--- config.mk ---
export PLATFORM = sky130hd
export DESIGN_NAME = dcsc_top
export DESIGN_NICKNAME = d
export VERILOG_FILES = /design/src/verilog/dcsc_pkg.sv /design/src/verilog/dcsc_top.sv
export SDC_FILE = /design/constraint.sdc
export NUM_CORES = 1
export LEC_CHECK = 0
export ABC_AREA = 1
export BUFFER_PORTS_ARGS = -buffer_cell sky130_fd_sc_hd__buf_4
export CAP_MARGIN = 20
export CORE_UTILIZATION = 50
export DETAILED_ROUTE_END_ITERATION = 7
export PLACE_DENSITY_LB_ADDON = 0.05
export SYNTH_ARGS = -nofsm -noshare
export SYNTH_HDL_FRONTEND = slang
export SYNTH_SLANG_ARGS = --single-unit
--- constraint.sdc ---
create_clock -name CLK -period 5.2 [get_ports CLK]
set_input_delay 0.78 -clock CLK [delete_from_list [all_inputs] [get_ports CLK]]
set_output_delay 0.78 -clock CLK [all_outputs]
set_load 0.05 [all_outputs]
--- src/verilog/dcsc_pkg.sv ---
// package for the four-channel dma service control block
// assumes a single clock domain and apb register access
package dcsc_pkg;
  localparam int NCH = 4;
  // register byte offsets (apb, one word each)
  localparam logic [7:0] OFS_DEVCTL  = 8'h00;
  localparam logic [7:0] OFS_CHSEL   = 8'h04;
  localparam logic [7:0] OFS_MODE    = 8'h08;
  localparam logic [7:0] OFS_BADDR   = 8'h0c;
  localparam logic [7:0] OFS_BCOUNT  = 8'h10;
  localparam logic [7:0] OFS_CADDR   = 8'h14;
  localparam logic [7:0] OFS_CCOUNT  = 8'h18;
  localparam logic [7:0] OFS_REQUEST = 8'h1c;
  localparam logic [7:0] OFS_MASK    = 8'h20;
  localparam logic [7:0] OFS_STATUS  = 8'h24;
  // device control fields
  localparam int DC_WIDE = 0;
  localparam int DC_CMP  = 1;
  localparam int DC_ROT  = 2;
  localparam int DC_BHLD = 3;
  // mode control fields
  localparam int MD_WORD = 0;
  localparam int MD_DIR  = 1;
  localparam int MD_AUTI = 2;
  localparam int MD_TM_LO = 6;
  localparam int MD_TM_HI = 7;
  localparam logic [1:0] TM_SINGLE  = 2'h0;
  localparam logic [1:0] TM_DEMAND  = 2'h1;
  localparam logic [1:0] TM_BLOCK   = 2'h2;
  localparam logic [1:0] TM_CASCADE = 2'h3;
  localparam logic [3:0] MASK_RESET = 4'hf;
  localparam int HOLD_GAP_NS  = 20;
  localparam int CLK_NS       = 10;
  localparam int HOLD_GAP_CYC = HOLD_GAP_NS / CLK_NS;
  typedef enum logic [2:0] {
    ST_IDLE  = 3'b000,
    ST_HOLD  = 3'b001,
    ST_UPPER = 3'b010,
    ST_S2    = 3'b011,
    ST_S3    = 3'b100,
    ST_S4    = 3'b101,
    ST_WAIT  = 3'b110,
    ST_CASC  = 3'b111
  } dcsc_state_t;
endpackage

--- src/verilog/dcsc_top.sv ---
// dma channel service control: arbitration, address/count stepping, bus sequencing
// assumes apb master on CLK; request pins and hold acknowledge are asynchronous
//
// How it works
// RULE1: step address by 1/2, count down one
// RULE2: word units force even address; a channel chained to in hold mode keeps its odd address
// RULE3: word units only on wide bus
// RULE4: lane select via address bit zero, enable
// RULE5: four clocks normally, three compressed
// RULE6: software uses compressed only where allowed
// RULE7: compressed skips upper state except carry
// RULE8: request register bits ignore mask
// RULE9: release mode clears all request bits
// RULE10: hold mode clears served request bit
// RULE11: software masks cascade before soft requests
// RULE12: soft single/demand end after one unit
// RULE13: autoinit reloads current from base
// RULE14: terminal sets mask unless autoinit
// RULE15: fixed priority zero highest three lowest
// RULE16: rotating makes served channel lowest
// RULE17: mode bits 7,6 both one: cascade
// RULE18: cascade relays hold handshake only
// RULE19: cascade acts release mode, clears requests
// RULE20: lost acknowledge in continuous modes waits
// RULE21: lost acknowledge otherwise returns idle
// RULE22: wait drops hold request two clocks
// RULE23: release mode serves one channel per tenure
// RULE24: soft bit arbitrates like request pin
//
// The register offsets and the APB slave port were left to the implementer.
`timescale 1ns/1ps
module dcsc_top
  import dcsc_pkg::*;
#(
  parameter int AW = 24,
  parameter int CW = 16
)(
  // clock and reset
  input  wire logic          CLK,
  input  wire logic          RSTN,
  // apb slave
  input  wire logic          PSEL,
  input  wire logic          PENABLE,
  input  wire logic          PWRITE,
  input  wire logic [7:0]    PADDR,
  input  wire logic [31:0]   PWDATA,
  output logic      [31:0]   PRDATA,
  output logic               PREADY,
  output logic               PSLVERR,
  // i/o device side
  input  wire logic [NCH-1:0] CHANNEL_REQUEST_PIN,
  output logic      [NCH-1:0] CHANNEL_ACKNOWLEDGE_PIN,
  input  wire logic           END_N,
  output logic                TERMINAL_COUNT,
  // host bus side
  output logic                BUS_HOLD_REQUEST,
  input  wire logic           BUS_HOLD_ACKNOWLEDGE,
  output logic      [AW-1:0]  ADDRESS,
  output logic                ADDRESS_BIT_ZERO,
  output logic                UPPER_BYTE_ENABLE_N,
  output logic                UPPER_ADDRESS_STATE,
  output logic                BUS_WAIT_STATE,
  output logic                XFER_STROBE
);

  ////////////////////////////////////////////////////////////////////////////
  // input synchronisers
  logic [NCH-1:0] rq_s1_q, rq_q;
  logic [2:0]     ms1_q, ms_q;
  logic           hack_q, end_q;
  always_ff @(posedge CLK or negedge RSTN)
  begin
    if (!RSTN)
    begin
      rq_s1_q <= '0;
      rq_q    <= '0;
      // synced pins reset to their idle levels, end input high
      ms1_q   <= 3'h5;
      ms_q    <= 3'h5;
    end
    else
    begin
      rq_s1_q <= CHANNEL_REQUEST_PIN;
      rq_q    <= rq_s1_q;
      ms1_q   <= {END_N, BUS_HOLD_ACKNOWLEDGE, 1'b1};
      ms_q    <= ms1_q;
    end
  end
  assign hack_q = ms_q[1];
  assign end_q  = ~ms_q[2];

  ////////////////////////////////////////////////////////////////////////////
  // registers
  logic [3:0]    devctl_q;
  logic [1:0]    chsel_q;
  logic [7:0]    mode_q   [NCH];
  logic [AW-1:0] baddr_q  [NCH];
  logic [AW-1:0] caddr_q  [NCH];
  logic [CW-1:0] bcount_q [NCH];
  logic [CW-1:0] ccount_q [NCH];
  logic [NCH-1:0] soft_q, mask_q, cntend_q;
  dcsc_state_t   st_q;
  logic [1:0]    cur_q, last_q;
  logic          first_q;
  logic [1:0]    gap_q;

  wire wr_en = PSEL && PENABLE && PWRITE;
  wire rd_ok = (PADDR <= OFS_STATUS) && (PADDR[1:0] == 2'h0);
  assign PREADY  = 1'b1;
  assign PSLVERR = PSEL && PENABLE && !rd_ok;

  ////////////////////////////////////////////////////////////////////////////
  // arbitration
  function automatic logic [2:0] pick(input logic [NCH-1:0] req, input logic [1:0] top);
    logic [2:0] r;
    logic [1:0] c;
    r = 3'h4;
    for (int i = NCH - 1; i >= 0; i--)
    begin
      c = top + 2'(i);
      if (req[c])
        r = {1'b0, c};
    end
    return r;
  endfunction

  wire [NCH-1:0] pending = (rq_q & ~mask_q) | soft_q; // [RULE8] [RULE24]
  wire [1:0] top_ch = devctl_q[DC_ROT] ? 2'(last_q + 2'h1) : 2'h0; // [RULE15] [RULE16]
  wire [2:0] win = pick(pending, top_ch);
  wire [1:0] tmode = mode_q[cur_q][MD_TM_HI:MD_TM_LO];
  wire cascade = (tmode == TM_CASCADE); // [RULE17]
  wire is_word = devctl_q[DC_WIDE] && mode_q[cur_q][MD_WORD]; // [RULE3]
  wire hold_mode = devctl_q[DC_BHLD];
  wire cur_req = rq_q[cur_q] && !mask_q[cur_q];
  wire zero_cnt = (ccount_q[cur_q] == '0);
  wire terminal = zero_cnt || end_q;
  wire soft_cur = soft_q[cur_q];
  wire continuous = (tmode == TM_BLOCK) || (tmode == TM_DEMAND && !hold_mode);
  // chaining skips the hold handshake, so a cascade winner goes through idle
  wire chain = hold_mode && !win[2] && (win[1:0] != cur_q)
               && (mode_q[win[1:0]][MD_TM_HI:MD_TM_LO] != TM_CASCADE);

  // service ends after this transfer
  logic svc_end;
  always_comb
  begin
    svc_end = terminal;
    if (tmode == TM_SINGLE || (soft_cur && tmode == TM_DEMAND)) // [RULE12]
      svc_end = 1'b1;
    else if (tmode == TM_DEMAND && !soft_cur && !rq_q[cur_q])
      svc_end = 1'b1;
  end

  ////////////////////////////////////////////////////////////////////////////
  // sequencer
  wire [AW-1:0] step = is_word ? AW'(2) : AW'(1); // [RULE1]
  wire [AW-1:0] cur_a = caddr_q[cur_q];
  wire [AW-1:0] next_a = mode_q[cur_q][MD_DIR] ? cur_a - step : cur_a + step;
  wire carry8 = next_a[AW-1:8] != cur_a[AW-1:8]; // [RULE7]
  wire finish = (st_q == ST_S4);

  always_ff @(posedge CLK or negedge RSTN)
  begin
    if (!RSTN)
    begin
      st_q    <= ST_IDLE;
      cur_q   <= 2'h0;
      last_q  <= 2'h3;
      first_q <= 1'b1;
      gap_q   <= 2'h0;
    end
    else
    begin
      case (st_q)
        ST_IDLE:
          if (!win[2])
          begin
            cur_q   <= win[1:0];
            first_q <= 1'b1;
            st_q    <= ST_HOLD;
          end
        ST_HOLD:
          if (hack_q)
            st_q <= cascade ? ST_CASC : ST_UPPER;
        ST_UPPER:
          st_q <= ST_S2;
        ST_S2:
          if (!hack_q)
          begin
            st_q  <= continuous ? ST_WAIT : ST_IDLE; // [RULE20] [RULE21]
            gap_q <= 2'(HOLD_GAP_CYC); // [RULE22]
          end
          else
            st_q <= ST_S3;
        ST_S3:
          st_q <= ST_S4;
        ST_S4:
        begin
          first_q <= 1'b0;
          if (svc_end)
          begin
            last_q <= cur_q; // [RULE16]
            if (chain) // [RULE10]
            begin
              cur_q   <= win[1:0];
              first_q <= 1'b1;
              st_q    <= ST_UPPER;
            end
            else
              st_q <= ST_IDLE; // [RULE23]
          end
          else if (!hack_q)
          begin
            st_q  <= continuous ? ST_WAIT : ST_IDLE; // [RULE20] [RULE21]
            gap_q <= 2'(HOLD_GAP_CYC);
          end
          else if (devctl_q[DC_CMP] && !carry8)
            st_q <= ST_S2; // [RULE5] [RULE7]
          else
            st_q <= ST_UPPER;
        end
        ST_WAIT:
        begin
          if (gap_q != 2'h0)
            gap_q <= gap_q - 2'h1; // [RULE22]
          if (tmode == TM_DEMAND && !cur_req && !soft_cur)
            st_q <= ST_IDLE; // [RULE22]
          else if (gap_q == 2'h0 && hack_q)
            st_q <= ST_UPPER; // [RULE20]
        end
        ST_CASC:
          if (!cur_req && !soft_cur || !hack_q)
          begin
            last_q <= cur_q;
            st_q   <= ST_IDLE; // [RULE19]
          end
        default:
          st_q <= ST_IDLE;
      endcase
    end
  end

  wire casc_end = (st_q == ST_CASC) && (!cur_req && !soft_cur || !hack_q);
  wire svc_done = finish && svc_end;

  ////////////////////////////////////////////////////////////////////////////
  // register file and stepping
  always_ff @(posedge CLK or negedge RSTN)
  begin
    if (!RSTN)
    begin
      devctl_q <= '0;
      chsel_q  <= '0;
      soft_q   <= '0;
      mask_q   <= MASK_RESET;
      cntend_q <= '0;
      for (int i = 0; i < NCH; i++)
      begin
        mode_q[i]   <= '0;
        baddr_q[i]  <= '0;
        caddr_q[i]  <= '0;
        bcount_q[i] <= '0;
        ccount_q[i] <= '0;
      end
    end
    else
    begin
      if (wr_en)
      begin
        if (PADDR == OFS_DEVCTL)
          devctl_q <= PWDATA[3:0];
        else if (PADDR == OFS_CHSEL)
          chsel_q <= PWDATA[1:0];
        else if (PADDR == OFS_MODE)
          mode_q[chsel_q] <= PWDATA[7:0];
        else if (PADDR == OFS_BADDR)
        begin
          baddr_q[chsel_q] <= PWDATA[AW-1:0];
          caddr_q[chsel_q] <= PWDATA[AW-1:0];
        end
        else if (PADDR == OFS_BCOUNT)
        begin
          bcount_q[chsel_q] <= PWDATA[CW-1:0];
          ccount_q[chsel_q] <= PWDATA[CW-1:0];
        end
        else if (PADDR == OFS_REQUEST)
          soft_q <= PWDATA[NCH-1:0];
        else if (PADDR == OFS_MASK)
          mask_q <= PWDATA[NCH-1:0];
      end
      if (PSEL && PENABLE && !PWRITE && PADDR == OFS_STATUS)
        cntend_q <= '0;
      // word units start even-aligned unless reached by a hold-mode chain
      if (st_q == ST_HOLD && is_word && cur_a[0])
        caddr_q[cur_q] <= {cur_a[AW-1:1], 1'b0}; // [RULE2]
      if (finish)
      begin
        if (svc_done && terminal && mode_q[cur_q][MD_AUTI])
        begin
          caddr_q[cur_q]  <= baddr_q[cur_q]; // [RULE13]
          ccount_q[cur_q] <= bcount_q[cur_q];
        end
        else
        begin
          caddr_q[cur_q]  <= next_a; // [RULE1]
          ccount_q[cur_q] <= ccount_q[cur_q] - CW'(1);
        end
        if (svc_done && terminal)
        begin
          cntend_q[cur_q] <= 1'b1;
          if (!mode_q[cur_q][MD_AUTI])
            mask_q[cur_q] <= 1'b1; // [RULE14]
        end
      end
      // hardware clear is applied last; a fresh soft write races it
      if (casc_end || (svc_done && !hold_mode))
        soft_q <= '0; // [RULE9] [RULE19]
      else if (svc_done && (soft_cur && (tmode != TM_BLOCK || terminal)))
        soft_q[cur_q] <= 1'b0; // [RULE10] [RULE12]
    end
  end

  ////////////////////////////////////////////////////////////////////////////
  // apb read data
  always_ff @(posedge CLK or negedge RSTN)
  begin
    if (!RSTN)
      PRDATA <= '0;
    else if (PSEL && !PENABLE && !PWRITE)
    begin
      if (PADDR == OFS_DEVCTL)
        PRDATA <= 32'(devctl_q);
      else if (PADDR == OFS_CHSEL)
        PRDATA <= 32'(chsel_q);
      else if (PADDR == OFS_MODE)
        PRDATA <= 32'(mode_q[chsel_q]);
      else if (PADDR == OFS_BADDR)
        PRDATA <= 32'(baddr_q[chsel_q]);
      else if (PADDR == OFS_BCOUNT)
        PRDATA <= 32'(bcount_q[chsel_q]);
      else if (PADDR == OFS_CADDR)
        PRDATA <= 32'(caddr_q[chsel_q]);
      else if (PADDR == OFS_CCOUNT)
        PRDATA <= 32'(ccount_q[chsel_q]);
      else if (PADDR == OFS_REQUEST)
        PRDATA <= 32'(soft_q);
      else if (PADDR == OFS_MASK)
        PRDATA <= 32'(mask_q);
      else if (PADDR == OFS_STATUS)
        PRDATA <= 32'({pending, cntend_q});
      else
        PRDATA <= '0;
    end
  end

  ////////////////////////////////////////////////////////////////////////////
  // bus outputs
  wire active = (st_q != ST_IDLE) && (st_q != ST_HOLD) && (st_q != ST_CASC);
  always_ff @(posedge CLK or negedge RSTN)
  begin
    if (!RSTN)
    begin
      BUS_HOLD_REQUEST        <= 1'b0;
      CHANNEL_ACKNOWLEDGE_PIN <= '0;
      ADDRESS                 <= '0;
      ADDRESS_BIT_ZERO        <= 1'b0;
      UPPER_BYTE_ENABLE_N     <= 1'b1;
      UPPER_ADDRESS_STATE     <= 1'b0;
      BUS_WAIT_STATE          <= 1'b0;
      XFER_STROBE             <= 1'b0;
      TERMINAL_COUNT          <= 1'b0;
    end
    else
    begin
      // hold request drops during the wait gap
      BUS_HOLD_REQUEST <= (st_q != ST_IDLE) && !(st_q == ST_WAIT && gap_q != 2'h0)
                          && !casc_end && !(svc_done && !chain); // [RULE18] [RULE22]
      CHANNEL_ACKNOWLEDGE_PIN <= (active || st_q == ST_CASC) ? NCH'(1) << cur_q : '0; // [RULE18]
      ADDRESS          <= active ? cur_a : '0;
      ADDRESS_BIT_ZERO <= active && cur_a[0];
      // narrow bus keeps enable high; word drives both lanes
      UPPER_BYTE_ENABLE_N <= !(active && devctl_q[DC_WIDE] && (is_word || cur_a[0])); // [RULE4]
      UPPER_ADDRESS_STATE <= (st_q == ST_UPPER); // [RULE7]
      BUS_WAIT_STATE   <= (st_q == ST_WAIT);
      XFER_STROBE      <= (st_q == ST_S3);
      TERMINAL_COUNT   <= finish && zero_cnt;
    end
  end

endmodule
== Word-level counts from Yosys, hierarchy flattened ==
Index checks and enable logic that the tools add are counted.

* Bits in registers: 458
* Input port bits: 51
* Output and inout bits: 69

* $add $sub $neg: 8
* Order comparisons: 12
* Eq/ne operators: 33
* Shift operators: 1
* Mux-type cells: 153
* Bitwise gates (word level): 15
* Reductions and logical operators: 89

{| class="wikitable"
|+ Operators by type and width
! kind !! count
|-
| $mux 96 || 8
|-
| $mux 64 || 8
|-
| $bwmux 96 || 5
|-
| $mux 24 || 17
|-
| $bwmux 64 || 4
|-
| $bmux 24 s2 || 4
|-
| $mux 16 || 11
|-
| $bmux 16 s2 || 4
|-
| $demux 24 s2 || 2
|-
| $mux 4 || 24
|-
| $mux 8 || 10
|-
| $demux 16 s2 || 2
|-
| $bmux 8 s2 || 3
|-
| $logic_and 1x1->1 || 45
|-
| $mux 3 || 14
|-
| $bwmux 32 || 1
|-
| $eq 8x5->1 const B || 4
|-
| $mux 32 || 1
|-
| $add 24x2->24 || 1
|-
| $pmux 3 s8 || 1
|-
| $sub 24x2->24 || 1
|-
| $mux 2 || 11
|-
| $ne 2x2->1 const B || 9
|-
| $demux 8 s2 || 1
|-
| 45 further kinds || 120
|}

== Depth between registers and ports, before layout ==
* Depth after elaboration: 19
* Mapped depth: 27
* Gate-level depth less buffers: 25

== Worst setup path before layout ==
No wires, ideal clock.

* Kind: register to register
* Start point: register cur_q[0]
* End point: register st_q[0]
* Arrival time: 4,435 ps
* Data required time: 5,123 ps
* Setup slack: 688 ps
* Cell stages (with the launch flop): 25
* Path buffers: 3
* Clock period less this slack: 4,512 ps
* Cell sequence: dfrtp_1 > buf_4 > nand2_2 > buf_2 > buf_2 > o21ai_0 > inv_1 > nor2_1 > inv_1 > fa_1 > inv_1 > nand3_1 > nand3_1 > nand2_1 > nand2_1 > nand3_1 > nand2_1 > nand2_1 > nand3_1 > nand2_1 > nor2_1 > nand2_1 > nor2_1 > nand3_1 > a21oi_1

* Longest elaborated chain between the ends: 15

{| class="wikitable"
|+ Ends and longest elaborated chain
! element !! RTL line !! source
|-
| start, declared || dcsc_top.sv:103 || <nowiki>logic [1:0] cur_q, last_q;</nowiki>
|-
| start signal, assigned || dcsc_top.sv:178 || <nowiki>cur_q <= win[1:0];</nowiki>
|-
| start signal, assigned || dcsc_top.sv:205 || <nowiki>cur_q <= win[1:0];</nowiki>
|-
| $not 2->3 (implied by the code) || n/a ||
|-
| $bmux 8 s2 || dcsc_top.sv:130, dcsc_top.sv:132, dcsc_top.sv:158 ||
|-
| $mux 8 (2 in series) || n/a ||
|-
| $logic_and 1x1->1 || dcsc_top.sv:132 || <nowiki>wire is_word = devctl_q[DC_WIDE] && mode_q[cur_q][MD_WORD];</nowiki>
|-
| $mux 2 || dcsc_top.sv:156 || <nowiki>wire [AW-1:0] step = is_word ? AW'(2) : AW'(1);</nowiki>
|-
| $add 24x2->24 or $sub 24x2->24 (tied branches) || dcsc_top.sv:158 || <nowiki>wire [AW-1:0] next_a = mode_q[cur_q][MD_DIR] ? cur_a - step : cur_a + step;</nowiki>
|-
| $mux 24 || dcsc_top.sv:158 ||
|-
| $ne 16x16->1 || dcsc_top.sv:159 || <nowiki>wire carry8 = next_a[AW-1:8] != cur_a[AW-1:8];</nowiki>
|-
| $logic_not 1->1 || dcsc_top.sv:217 || <nowiki>else if (devctl_q[DC_CMP] && !carry8)</nowiki>
|-
| $logic_and 1x1->1 || dcsc_top.sv:217 ||
|-
| $mux 1 || dcsc_top.sv:217 ||
|-
| $mux 3 || dcsc_top.sv:212 || <nowiki>else if (!hack_q)</nowiki>
|-
| $mux 3 || dcsc_top.sv:200 || <nowiki>if (svc_end)</nowiki>
|-
| $pmux 3 s8 || dcsc_top.sv:174 || <nowiki>case (st_q)</nowiki>
|-
| end signal, assigned || dcsc_top.sv:184 || <nowiki>st_q <= cascade ? ST_CASC : ST_UPPER;</nowiki>
|-
| end signal, assigned || dcsc_top.sv:190 || <nowiki>st_q <= continuous ? ST_WAIT : ST_IDLE;</nowiki>
|-
| end signal, assigned || dcsc_top.sv:214 || <nowiki>st_q <= continuous ? ST_WAIT : ST_IDLE;</nowiki>
|-
| end, declared || dcsc_top.sv:102 || <nowiki>dcsc_state_t st_q;</nowiki>
|}

Several ways; a longest one is shown, not always the timed one. The select of a mux whose other input is x is not followed.
A chain may end at the register's enable or synchronous reset.

== Worst setup path after layout ==
* Start point: register cur_q[1]
* End point: register st_q[0]

The elaborated chain is that of the path after synthesis.

==> summary.txt <==
Power and ir drop
  – Reg power frac: 0.280
  – Internal power: 0.00904 W
  – Clock power share: 0.234
  – Combinational group share of total power: 0.486
  – Switching share of power: 0.461
  – Cell Pwr Density: 552 nW/µm²
  – P_sw: 0.00774 W
  – Max IR drop VDD: 0.483 mV
  – Pleak: 15.1 nW

Synth
  – Avg Cell Area, Syn: 7.22 µm²
  – Flops & latches, synth: 449
  – Mapped cell area: 27100 µm²
  – Post-Syn Instances: 3747
  – Sequential area share after synthesis: 0.416
  – Ranking of synthesized cells by area: dfrtp_1 41%, nand2_1 15%, o21ai_0 7.9%, inv_1 5.8%, nand3_1 3.8%
  – EDFF count, synth: 0
  – Area leader, netlist: dfrtp_1
  – Synth Warn #: 0
  – Synth async-reset ratio: 1.00
  – Post-synth cell types: 66
  – Synth top area share: 0.407
  – Top FF cell, synth: dfrtp_1

Clock network
  – Number of CTS-inserted buffers: 52
  – Clock Latency Late Sink: 0.62 ns
  – CTS H-Tree Depth: 2
  – Sink Count: 449
  – CTS-repair resized insts: 0
  – Hold bufs inserted after CTS: 0
  – Root Driver: clkbuf_16
  – Clock slew at reported path FFs: 0.06 ns
  – CTS tree: yes
  – # Post-CTS Setup Buffers: 0
  – Max Buffers Root-to-Sink: 3

Global routing
  – Gr usage total: 0.413
  – Initial antenna violation count: 3
  – Largest net degree at the start of global routing: 115
  – First-pass GRT wire length: 172000 µm
  – Grt met3 use: 0.116
  – Grt peak-use layer: met2
  – Vias in the first global route: 27500
  – Met2 global-route usage: 0.619
  – Global route total overflow: 0
  – Grt met1 use: 0.549

STA
  – Crit path time final: 4.81 ns
  – Tcrit/Tclk final: 0.926
  – Final number of setup-violating endpoints: 0
  – Worst hold slack: 0.175 ns
  – Final Skew: 0.0115 ns
  – Final Hold Fails: 0
  – Worst Max-Slew Pin Slew: 1.21 ns
  – RSZ-0062 raised after global routing: no
  – Fmax: 208 MHz
  – Max_slew headroom: 0.190
  – Fin. max-slew vios: 0
  – Post-route setup TNS: 0 ns

Layout
  – Share of cells above drive strength 1: 0.0941
  – Fin area: 30400 µm²
  – Area grow syn2layout: 12.3%
  – Fin nets: 3861

Die
  – Site Rows: 84
  – Initial core utilization: 0.511
  – Die area: 55000 µm²
  – I/O pin total: 120
  – Core area: 53000 µm²
  – Die height: 235 µm
  – Die width: 235 µm

Critical path
  – Kind of critical path: flop to flop
  – CP Launch Type: flop
  – CP max-delay cell: dfrtp_1
  – Crit path cell chain: nor2_4, inv_2, buf_4, o22ai_1, nor2_1, buf_4, inv_1, ha_1, nand2_1, inv_1, a21oi_1, nand3_1, nand2_1, nand2_1, nand2_1, nand3_1, nor2_1, nand3_1, nor2_1, nand3_1, a21oi_1
  – CP endpoint kind: flop
  – Req. time, crit path: 5.74 ns
  – Critical Path AT: 5.35 ns
  – Max FO, Critical Path: 11
  – Largest stage delay, worst path: 0.54 ns

Drt
  – Via count: 28800
  – First-iteration detailed-routing DRC count: 3833
  – TritonRoute pass-1 iters: 8
  – Antenna viol nets, final: 0
  – Routed len/inst: 25.5 µm
  – Routed WL: 115000 µm
  – DRC viols: 0
  – Via density per instance: 6.38

Placement
  – DP HPWL: 75400 µm
  – GP Congestion: 0.982
  – # port buffers: 102
  – Dpl cell area: 28600 µm²

Job
  – MaxCap Viol Count: 0

Status
  – Outcome: finished clean

Hold path
  – HP Class: input pin to async pin
cells in the final DEF (no fill, tap or decap), types with 5 or more instances in the layout:
| cell | n |
|---|---|
| a211oi_1 | 10 |
| a21oi_1 | 119 |
| a221oi_1 | 28 |
| a22oi_1 | 11 |
| a41oi_1 | 6 |
| buf_12 | 10 |
| buf_4 | 186 |
| clkbuf_1 | 7 |
| clkbuf_16 | 53 |
| clkbuf_8 | 17 |
| clkinv_1 | 5 |
| clkinv_2 | 5 |
| conb_1 | 9 |
| dfrtp_1 | 440 |
| dfstp_2 | 9 |
| ha_1 | 26 |
| inv_1 | 414 |
| inv_2 | 14 |
| nand2_1 | 1090 |
| nand2_2 | 11 |
| nand3_1 | 204 |
| nand3b_1 | 5 |
| nand4_1 | 22 |
| nor2_1 | 195 |
| nor2_2 | 13 |
| nor2_4 | 11 |
| nor3_1 | 34 |
| o2111ai_1 | 32 |
| o211ai_1 | 114 |
| o21ai_0 | 426 |
| o21ai_1 | 15 |
| o21bai_1 | 11 |
| o221ai_1 | 25 |
| o22ai_1 | 136 |
| o311ai_1 | 6 |
| o31ai_1 | 21 |
| xnor2_1 | 10 |
| xor2_1 | 16 |
cell type report:
class	count	area, µm²
Multi-Input combinational cell	2649	13200
Antenna cell	1	2.50
Tap cell	688	861
Timing Repair Buffer	197	1610
Inverter	434	1630
Fill cell	5104	22600
Clock inverter	18	225
Clock buffer	77	1590
Sequential cell	449	11200
cells in the mapped netlist (7+ instances only):
cell / number
clkbuf_1: 123
buf_6: 7
a221oi_1: 28
xnor2_1: 10
inv_1: 415
a22oi_1: 11
o21ai_0: 427
o211ai_1: 114
nand4_1: 22
buf_4: 23
o22ai_1: 136
o221ai_1: 25
xor2_1: 16
nand2_2: 8
a21oi_1: 119
a211oi_1: 10
o2111ai_1: 32
nor2_1: 201
o21ai_1: 15
o21bai_1: 11
dfrtp_1: 440
nand2_1: 1093
buf_1: 15
nand3_1: 204
nor3_1: 34
dfstp_2: 9
inv_2: 13
ha_1: 26
buf_2: 53
o31ai_1: 21
nor2_2: 13
layer usage:
layer	up-vias	share of wire
met3	452	0.13
met1	13700	0.39
met4	2	0.058
li1	12600	-
met5	-	0.000096
met2	1978	0.42
logic make-up after synthesis:
group | count (synthesis) | share of synthesized area
flops | 449 | 0.416
xor+xnor | 28 | 0.0101
compound gates | 986 | 0.221
fa+ha+maj | 27 | 0.0128
buf+inv | 656 | 0.0987
simple gates | 1599 | 0.241
other cells | 2 | 0.000278
worst max-delay path, delay by kind of cell (launching register included):
family                   cells  cell delay [ns]
AO/OA/AOI/OAI                3             0.69
adder cells (fa/ha/maj)      1             0.31
buffers and inverters        5             0.94
flip-flops                   1             0.54
AND/OR/NAND/NOR             12             2.22
power by group through the flow:
stage               Sequential, W  Clock, W  Combinational [W]
global route              0.00478   0.00407            0.00883
detailed placement        0.00473         0            0.00788
finish                    0.00470   0.00392            0.00816
CTS                       0.00468   0.00394            0.00793
global placement          0.00471         0            0.00783
floorplan                 0.00494         0            0.00493
stage by stage:
step                      cells  setup WS, ns  power, W  utilization
final                      4513         0.385    0.0168        0.574
after global routing       4512         0.157    0.0177        0.574
after CTS                  4512         0.548    0.0165        0.574
after detailed placement   4417         0.583    0.0126        0.539
after global placement     4417         0.611    0.0125        0.539
after floorplan            3754         0.688   0.00987            -
final timing paths:
kind	slack, ns	to	depth (start not counted)	start
setup / recovery	0.39	st_q[0]	21	cur_q[1]
hold / removal	0.18	ccount_q[8]	1	RSTN
setup reg to reg	0.39	st_q[0]	21	cur_q[1]
hold reg to reg	0.35	rq_q[3]	0	rq_s1_q[3]
max in group asynchronous	3.83	caddr_q[60]	2	RSTN
min in group CLK	0.27	rq_s1_q[3]	1	CHANNEL_REQUEST_PIN[3]
sequential cells by signal, indices dropped and copies added, names as in the netlist, 24 cells and up:
name,count
baddr_q,96
caddr_q,96
bcount_q,64
ccount_q,64
mode_q,32
ADDRESS,24
PRDATA,24
Power figures use the tool's default switching activity.
